--- config.mk ---
export PLATFORM = sky130hd
export DESIGN_NAME = tfr_encoder
export DESIGN_NICKNAME = d
export VERILOG_FILES = /design/src/design/tfr_pkg.sv /design/src/design/tfr_encoder.sv
export SDC_FILE = /design/constraint.sdc
export NUM_CORES = 1
export LEC_CHECK = 0
export BUFFER_PORTS_ARGS = -buffer_cell sky130_fd_sc_hd__buf_2
export CORE_ASPECT_RATIO = 0.75
export CORE_MARGIN = 1
export CORE_UTILIZATION = 40
export DETAILED_ROUTE_END_ITERATION = 10
export SLEW_MARGIN = 20
export SYNTH_ARGS = -nofsm -noshare
export SYNTH_HDL_FRONTEND = slang
export SYNTH_SLANG_ARGS = --single-unit
--- constraint.sdc ---
create_clock -name clk_i -period 2.85 [get_ports clk_i]
set_input_delay 0.4275 -clock clk_i [delete_from_list [all_inputs] [get_ports clk_i]]
set_output_delay 0.4275 -clock clk_i [all_outputs]
set_load 0.01 [all_outputs]
--- src/design/tfr_pkg.sv ---
// constants and types shared by the trace packet encoder
`default_nettype none
package tfr_pkg;
  localparam logic [7:0] HDR_EXC     = 8'h06;
  localparam logic [7:0] HDR_CC_UNK  = 8'h0F;
  localparam logic [7:0] EXC_TAIL    = 8'h70;
  localparam logic [4:0] FAIL_MID    = 5'h18;
  localparam logic [4:0] RST_MID     = 5'h00;
  localparam logic [1:0] SEL_ONLY    = 2'h1;
  localparam logic [1:0] SEL_TGT     = 2'h2;
  localparam int         SEL_HI_POS  = 6;
  localparam int         SEL_LO_POS  = 0;
  localparam int         MID_POS     = 1;
  localparam int         CONT_POS    = 7;
  localparam int         GROUP_BITS  = 7;
  localparam int         EXC_LEN     = 3;
  localparam int         FIFO_DEPTH  = 32;
  localparam logic [2:0] LEN_RESET   = 3'h0;
  localparam logic [47:0] PKT_RESET  = 48'h0;

  typedef enum logic [1:0] {
    KIND_FAIL  = 2'b00,
    KIND_RESET = 2'b01,
    KIND_CYCLE = 2'b10
  } tfr_kind_t;

  typedef enum logic {
    ST_IDLE = 1'b0,
    ST_EMIT = 1'b1
  } tfr_state_t;

  typedef struct packed {
    logic       last;
    logic [7:0] data;
  } tfr_byte_t;

  typedef struct packed {
    tfr_state_t  st;
    logic [47:0] pkt;
    logic [2:0]  len;
    logic        refused;
  } tfr_enc_t;
endpackage
`default_nettype wire

--- src/design/tfr_encoder.sv ---
// trace packet encoder: failure, reset and unknown-count cycle packets
`timescale 1ns/100ps
`default_nettype none

module tfr_fifo #(
  parameter int W = 9,
  parameter int D = 32
) (
  input  wire logic         clk_i,
  input  wire logic         reset_i,
  input  wire logic         in_valid_i,
  output logic              in_ready_o,
  input  wire logic [W-1:0] in_data_i,
  output logic              out_valid_o,
  input  wire logic         out_ready_i,
  output logic [W-1:0]      out_data_o
);
  localparam int AW = $clog2(D);

  typedef struct packed {
    logic [AW:0] wr;
    logic [AW:0] rd;
  } tfr_fptr_t;

  tfr_fptr_t   ptr_ff;
  tfr_fptr_t   nxt_ptr;
  logic [W-1:0] mem_ff [D];
  logic        full;
  logic        empty;

  assign full        = (ptr_ff.wr[AW] != ptr_ff.rd[AW]) &&
                       (ptr_ff.wr[AW-1:0] == ptr_ff.rd[AW-1:0]);
  assign empty       = ptr_ff.wr == ptr_ff.rd;
  assign in_ready_o  = !full;
  assign out_valid_o = !empty;
  assign out_data_o  = mem_ff[ptr_ff.rd[AW-1:0]];

  always_comb begin
    nxt_ptr = ptr_ff;
    if (in_valid_i && !full) begin
      nxt_ptr.wr = ptr_ff.wr + 1'b1;
    end
    if (out_ready_i && !empty) begin
      nxt_ptr.rd = ptr_ff.rd + 1'b1;
    end
  end

  always_ff @(posedge clk_i) begin
    if (reset_i) begin
      ptr_ff <= '0;
    end else begin
      ptr_ff <= nxt_ptr;
    end
  end

  // storage needs no reset; only pointers decide what is valid
  always_ff @(posedge clk_i) begin
    if (in_valid_i && !full) begin
      mem_ff[ptr_ff.wr[AW-1:0]] <= in_data_i;
    end
  end

  property p_no_push_full;
    @(posedge clk_i) disable iff (reset_i)
    full |-> !in_ready_o ##1 (ptr_ff.wr == $past(ptr_ff.wr));
  endproperty
  a_no_push_full: assert property (p_no_push_full)
    else $error("fifo accepted a word while full");
endmodule

module tfr_encoder (
  input  wire logic        clk_i,
  input  wire logic        reset_i,
  input  wire logic        req_valid_i,
  output logic             req_ready_o,
  input  wire logic [1:0]  req_kind_i,
  input  wire logic        req_tgt_unknown_i,
  input  wire logic [31:0] req_commit_i,
  input  wire logic        commit_option_flag_i,
  input  wire logic        cycle_count_support_flag_i,
  output logic             req_refused_o,
  output logic             out_valid_o,
  input  wire logic        out_ready_i,
  output logic [7:0]       out_data_o,
  output logic             out_last_o
);
  tfr_pkg::tfr_enc_t  enc_ff;
  tfr_pkg::tfr_enc_t  nxt_enc;
  tfr_pkg::tfr_byte_t push_byte;
  tfr_pkg::tfr_byte_t pop_byte;
  logic               fifo_ready;
  logic               push;
  logic               accept;
  logic               cyc_ok;

  // number of base-128 groups in the shortest form of the count
  function automatic logic [2:0] le128_len(input logic [31:0] v);
    if (v[31:28] != 4'h0) begin
      return 3'h5;
    end else if (v[27:21] != 7'h00) begin
      return 3'h4;
    end else if (v[20:14] != 7'h00) begin
      return 3'h3;
    end else if (v[13:7] != 7'h00) begin
      return 3'h2;
    end
    return 3'h1;
  endfunction

  function automatic logic [47:0] exc_pkt(input logic [4:0] mid, input logic tgt);
    logic [1:0] sel;
    logic [7:0] b1;
    sel = tgt ? tfr_pkg::SEL_TGT : tfr_pkg::SEL_ONLY;
    b1 = 8'h00;
    b1[tfr_pkg::SEL_HI_POS] = sel[1];
    b1[tfr_pkg::SEL_LO_POS] = sel[0];
    b1[tfr_pkg::MID_POS +: 5] = mid;
    return {24'h000000, tfr_pkg::EXC_TAIL, b1, tfr_pkg::HDR_EXC};
  endfunction

  function automatic logic [47:0] cyc_pkt(input logic [31:0] v);
    logic [47:0] p;
    logic [2:0]  n;
    n = le128_len(v);
    p = tfr_pkg::PKT_RESET;
    p[7:0] = tfr_pkg::HDR_CC_UNK;
    for (int i = 0; i < 4; i++) begin
      p[8*(i+1) + tfr_pkg::CONT_POS] = n > 3'(i + 1);
      p[8*(i+1) +: tfr_pkg::GROUP_BITS] = v[tfr_pkg::GROUP_BITS*i +: tfr_pkg::GROUP_BITS];
    end
    p[47:40] = {4'h0, v[31:28]};
    return p;
  endfunction

  assign req_ready_o = enc_ff.st == tfr_pkg::ST_IDLE;
  assign accept      = req_valid_i && req_ready_o;
  assign cyc_ok      = !commit_option_flag_i && cycle_count_support_flag_i;
  assign push        = (enc_ff.st == tfr_pkg::ST_EMIT) && fifo_ready;
  assign push_byte   = '{last: enc_ff.len == 3'h1, data: enc_ff.pkt[7:0]};

  always_comb begin
    nxt_enc = enc_ff;
    nxt_enc.refused = 1'b0;
    case (enc_ff.st)
      tfr_pkg::ST_IDLE: begin
        if (accept) begin
          if (req_kind_i == tfr_pkg::KIND_FAIL) begin
            nxt_enc.pkt = exc_pkt(tfr_pkg::FAIL_MID, req_tgt_unknown_i);
            nxt_enc.len = 3'(tfr_pkg::EXC_LEN);
            nxt_enc.st  = tfr_pkg::ST_EMIT;
          end else if (req_kind_i == tfr_pkg::KIND_RESET) begin
            nxt_enc.pkt = exc_pkt(tfr_pkg::RST_MID, req_tgt_unknown_i);
            nxt_enc.len = 3'(tfr_pkg::EXC_LEN);
            nxt_enc.st  = tfr_pkg::ST_EMIT;
          end else if (req_kind_i == tfr_pkg::KIND_CYCLE && cyc_ok) begin
            // zero count is a single zero byte
            nxt_enc.pkt = cyc_pkt(req_commit_i);
            nxt_enc.len = le128_len(req_commit_i) + 3'h1;
            nxt_enc.st  = tfr_pkg::ST_EMIT;
          end else begin
            nxt_enc.refused = 1'b1;
          end
        end
      end
      tfr_pkg::ST_EMIT: begin
        // new requests wait until the last byte is queued
        if (push) begin
          nxt_enc.pkt = {8'h00, enc_ff.pkt[47:8]};
          nxt_enc.len = enc_ff.len - 3'h1;
          if (enc_ff.len == 3'h1) begin
            nxt_enc.st = tfr_pkg::ST_IDLE;
          end
        end
      end
      default: nxt_enc.st = tfr_pkg::ST_IDLE;
    endcase
  end

  always_ff @(posedge clk_i) begin
    if (reset_i) begin
      enc_ff <= '{st: tfr_pkg::ST_IDLE, pkt: tfr_pkg::PKT_RESET,
                  len: tfr_pkg::LEN_RESET, refused: 1'b0};
    end else begin
      enc_ff <= nxt_enc;
    end
  end

  assign req_refused_o = enc_ff.refused;

  // buffer absorbs sink stalls; a full buffer holds the encoder in place
  tfr_fifo #(
    .W($bits(tfr_pkg::tfr_byte_t)),
    .D(tfr_pkg::FIFO_DEPTH)
  ) u_fifo (
    .clk_i      (clk_i),
    .reset_i    (reset_i),
    .in_valid_i (enc_ff.st == tfr_pkg::ST_EMIT),
    .in_ready_o (fifo_ready),
    .in_data_i  (push_byte),
    .out_valid_o(out_valid_o),
    .out_ready_i(out_ready_i),
    .out_data_o (pop_byte)
  );

  assign out_data_o = pop_byte.data;
  assign out_last_o = pop_byte.last;

  // position and header of the byte being queued, for the checks below
  logic [2:0] pos_ff;
  logic [7:0] hdr_ff;

  always_ff @(posedge clk_i) begin
    if (reset_i) begin
      pos_ff <= 3'h0;
      hdr_ff <= 8'h00;
    end else if (push) begin
      pos_ff <= push_byte.last ? 3'h0 : pos_ff + 3'h1;
      if (pos_ff == 3'h0) begin
        hdr_ff <= push_byte.data;
      end
    end
  end

  property p_fail_pkt;
    @(posedge clk_i) disable iff (reset_i)
    accept && req_kind_i == tfr_pkg::KIND_FAIL |=>
      enc_ff.len == 3'h3 && enc_ff.pkt[13:9] == 5'h18 && enc_ff.pkt[23:16] == 8'h70;
  endproperty
  a_fail_pkt: assert property (p_fail_pkt)
    else $error("failure packet layout wrong");

  property p_sel_tgt;
    @(posedge clk_i) disable iff (reset_i)
    accept && req_kind_i != tfr_pkg::KIND_CYCLE && req_kind_i[1] == 1'b0 |=>
      {enc_ff.pkt[14], enc_ff.pkt[8]} == ($past(req_tgt_unknown_i) ? 2'b10 : 2'b01);
  endproperty
  a_sel_tgt: assert property (p_sel_tgt)
    else $error("selector does not match target request");

  property p_sel_legal;
    @(posedge clk_i) disable iff (reset_i)
    push && pos_ff == 3'h1 && hdr_ff == 8'h06 |->
      push_byte.data[6] != push_byte.data[0];
  endproperty
  a_sel_legal: assert property (p_sel_legal)
    else $error("reserved selector emitted");

  property p_rst_pkt;
    @(posedge clk_i) disable iff (reset_i)
    accept && req_kind_i == tfr_pkg::KIND_RESET |=>
      enc_ff.len == 3'h3 && enc_ff.pkt[13:9] == 5'h00 && enc_ff.pkt[7:0] == 8'h06;
  endproperty
  a_rst_pkt: assert property (p_rst_pkt)
    else $error("reset packet layout wrong");

  property p_gate;
    @(posedge clk_i) disable iff (reset_i)
    accept && req_kind_i == tfr_pkg::KIND_CYCLE &&
      (commit_option_flag_i || !cycle_count_support_flag_i) |=>
      req_refused_o && enc_ff.st == tfr_pkg::ST_IDLE;
  endproperty
  a_gate: assert property (p_gate)
    else $error("cycle packet not gated by configuration");

  property p_hdr;
    @(posedge clk_i) disable iff (reset_i)
    push && pos_ff == 3'h0 |-> push_byte.data inside {8'h06, 8'h0F};
  endproperty
  a_hdr: assert property (p_hdr)
    else $error("packet does not start with a header");

  property p_cont;
    @(posedge clk_i) disable iff (reset_i)
    push && hdr_ff == 8'h0F && pos_ff != 3'h0 |->
      (pos_ff == 3'h5) ? (push_byte.data[7:4] == 4'h0 && push_byte.last)
                       : (push_byte.data[7] == !push_byte.last);
  endproperty
  a_cont: assert property (p_cont)
    else $error("continuation flag wrong");

  property p_zero;
    @(posedge clk_i) disable iff (reset_i)
    accept && req_kind_i == tfr_pkg::KIND_CYCLE && cyc_ok && req_commit_i == 32'h0 |=>
      enc_ff.len == 3'h2 && enc_ff.pkt[15:8] == 8'h00;
  endproperty
  a_zero: assert property (p_zero)
    else $error("zero commit count not a single zero byte");

  property p_short;
    @(posedge clk_i) disable iff (reset_i)
    accept && req_kind_i == tfr_pkg::KIND_CYCLE && cyc_ok &&
      req_commit_i[31:7] == 25'h0 |=> enc_ff.len == 3'h2;
  endproperty
  a_short: assert property (p_short)
    else $error("commit count not in shortest form");

  property p_contig;
    @(posedge clk_i) disable iff (reset_i)
    push && !push_byte.last |-> !req_ready_o ##1 enc_ff.st == tfr_pkg::ST_EMIT;
  endproperty
  a_contig: assert property (p_contig)
    else $error("packet interrupted before last byte");
endmodule

`default_nettype wire

==> impl_metrics.py <==
metrics = {
    "outcome": {
        "status": "finished with violations",
        "violations": "negative setup slack",
    },
    "setup_path": {
        "r2r_setup_slack_ps": 500,
        "slowest_delay_ps": 500,
        "crit_slowest_cell": "mux4_2",
        "critPathBufInv": 4,
        "worstSetupStartpointType": "register",
        "crit_type": "reg2out",
        "rr_startpoint": "u_fifo.ptr_ff[6]",
        "arrival_ps": 2670,
        "crit_chain": "buf_12 > buf_12 > buf_16 > mux4_2 > mux4_2 > mux2_4 > buf_6",
        "cp_max_fo": 6,
        "cp_top_family": "multiplexers",
        "cp-end-kind": "output port",
        "required_ps": 2420,
    },
    "clock_tree": {
        "root_buffer": "clkbuf_16",
        "numClockSinks": 354,
        "cts_buffer_depth": 3,
        "ctsHtreeMaxLevel": 2,
        "clk_pin_slew_ps": 60,
        "clk_latency_ps": 530,
        "cts_tree": "yes",
        "cts_buffers": 36,
    },
    "hold_path": {
        "hold_start": "req_commit_i[29]",
        "hp-class": "in2reg",
    },
    "global_route": {
        "grt_max_degree": 43,
        "use_met1_pct": 28.88,
        "grt_pass1_vias": 7742,
        "use_met2_pct": 27.80,
        "busiest_layer": "met1",
        "antenna_found_initial": 0,
        "grt_overflow": 0,
        "grt_use_total_pct": 18.73,
        "grt_first_pass_wirelength_mm": 49.22,
        "grt_use_met3_pct": 3.260,
    },
    "drt": {
        "totalWireLength_mm": 32.91,
        "drt_pass1_iterations": 5,
        "dr.first_iter.drc_count": 893,
        "viasPerCell": 5.640,
        "post-route-drc-count": 0,
        "post_drt_wl_per_cell_microns": 23.52,
        "route.antenna.remaining_nets": 0,
        "vias": 7891,
    },
    "synth": {
        "synthMuxAreaShare_pct": 15.20,
        "synth-edff-count": 288,
        "syn_area_sq_um": 14060,
        "synth.net_count": 849,
        "seq_area_frac_synth_pct": 70.89,
        "synth-async-reset-ratio_pct": 0,
        "synth_top_family_by_area": "multiplexers",
        "synth_compound_area_share_pct": 4.208,
        "ys.warnings.count": 0,
        "syn_area_per_cell_sq_um": 17.60,
        "ys_ff_latch": 354,
        "synth_ff_type": "edfxtp_1",
        "yosysUniqueCellTypes": 48,
        "synth_xor_area_share_pct": 0.6851,
        "synthCells": 799,
        "yosys.area_share.adder_pct": 0.8007,
        "synthSimpleGateAreaFrac_pct": 6.263,
    },
    "final_layout": {
        "fillers": 2859,
        "multi_input_area_sq_um": 3897,
        "area_growth_pct": 18.86,
        "drive_gt1_share_pct": 31.74,
        "layout.nets": 965,
        "seqCellArea_sq_um": 9977,
        "diodes": 0,
        "stdcell_count": 1399,
    },
    "floorplan": {
        "rows": 59,
        "fp.dieH_microns": 164.4,
        "core_area_sq_um": 34620,
        "ios": 53,
        "die-area_sq_um": 35920,
        "initial_core_util_pct": 40.62,
        "die_w_microns": 218.5,
    },
    "placement": {
        "placement.io_buffers": 52,
        "dp_hpwl_mm": 20.21,
        "dp_slack_ps": 164.5,
        "place_congestion": 0.7786,
        "dp_cells": 1317,
    },
    "timing": {
        "slew_violations": 0,
        "fin_tns_setup_ps": -2011,
        "worst_slack_ps": -243.4,
        "skew_ps": 20.52,
        "relSlewSlack_pct": 37.71,
        "timing.fmax_mhz": 323.3,
        "rsz0062_at_grt": "true",
        "fin_crit_ps": 3093,
        "setup_viol": 9,
        "hold_violations": 0,
        "finalCritPeriodShare_pct": 108.5,
        "worst_pin_slew_ps": 930.9,
    },
    "pwr": {
        "power.density_nw_per_um2": 704.9,
        "total_power_mw": 11.78,
        "p_leak_nw": 5.537,
        "vdd_ir_drop_max_uv": 338.0,
    },
    "flow_run": {
        "cap_violations": 0,
    },
}
## cells by family after synthesis
kind of cell,Yosys count
AOI/OAI and AO/OA,80
xor gates and xnor gates,11
adders and majority gates,9
buffers and inverters,61
DFF,354
muxes,100
and+or+nand+nor,184
## cells in the final DEF, fill, tap and decap left out, types with 8 or more instances in the layout
cell	instances
a21oi_1	12
a221oi_1	21
a31oi_1	9
a32oi_1	9
and3_1	9
buf_12	9
buf_2	48
buf_4	59
buf_6	10
clkbuf_16	37
dfxtp_1	64
edfxtp_1	288
ha_1	9
inv_1	8
mux4_2	90
nand2_1	29
nand3_1	18
nor2_1	58
nor3_1	36
o21ai_0	8
## per-stage QoR
stage	utilization [%]	instance area, sq um	hold slack, ps
3_3_place_gp	44.03	15240	455.5
6_report	48.28	16720	162.2
3_5_place_dp	44.03	15240	462.4
5_1_grt	48.28	16720	151.6
4_1_cts	48.26	16710	143.1
2_1_floorplan	-	14060	432.2
## power by group
part / switching, mW / total (mW) / internal, mW
clock network: 1.95 / 4.65 / 2.69
logic: 0.659 / 1.43 / 0.767
registers: 0.0484 / 5.71 / 5.66
total: 2.66 / 11.8 / 9.12
## path summary, 6_finish.rpt
| kind | end | depth (start not counted) |
|---|---|---|
| setup / recovery | out_data_o[4] | 7 |
| hold / removal | enc_ff[45] | 3 |
| setup reg to reg | u_fifo.mem_ff[25][6] | 7 |
| hold reg to reg | enc_ff[8] | 2 |
## state kept, by name (all words and copies together), names as in the netlist, named ones only
name	cells
u_fifo.mem_ff	288
enc_ff	48
u_fifo.ptr_ff	12
req_refused_o	1
## synth_stat cells, types with 9 or more instances
cell type / n / area [sq um]
a31oi_1: 9 / 56.30
nand3_1: 18 / 90.09
a221oi_1: 21 / 183.9
a32oi_1: 9 / 78.83
nor2_1: 58 / 217.7
clkbuf_1: 30 / 112.6
and3_1: 9 / 56.30
mux4_2: 90 / 2027
ha_1: 9 / 112.6
nand2_1: 29 / 108.9
a21oi_1: 12 / 60.06
nor3_1: 36 / 180.2
buf_2: 12 / 60.06
mux2_2: 9 / 101.4
dfxtp_1: 66 / 1321
edfxtp_1: 288 / 8648
## layer usage
metal  wire length, microns  vias up  part of all wire [%]
met2                  14680      269                    45
met4                    452        0                   1.4
met5                      0        -                     0
li1                       -     3473                     -
met3                   1969       39                   6.0
met1                  15810     4110                    48
## worst reg2reg max path: stages, from the launching register on
cell and delay (ps):
dfxtp_1 480, xnor2_1 130, o2111ai_2 90, buf_4 210
o21a_2 240, nand2_1 210, nor2_1 430, buf_4 270
## final cells by class
class	count	share of cell area, %
sequential	354	59.69
multi-input combinational	384	23.32
timing repair buffer	130	6.482
clock buffer	46	5.793
tap	457	3.421
clock inverter	19	1.100
inverter	9	0.2021
## what timing repair did
item / CTS / global route
hold buffers: 0 / 0
gates cloned: 4 / 1
buffers inserted: 12 / 1
endpoints found under the setup margin: 9 / 9
resized for setup: 21 / 0
Note: power is estimated with default switching activity, not from simulation.
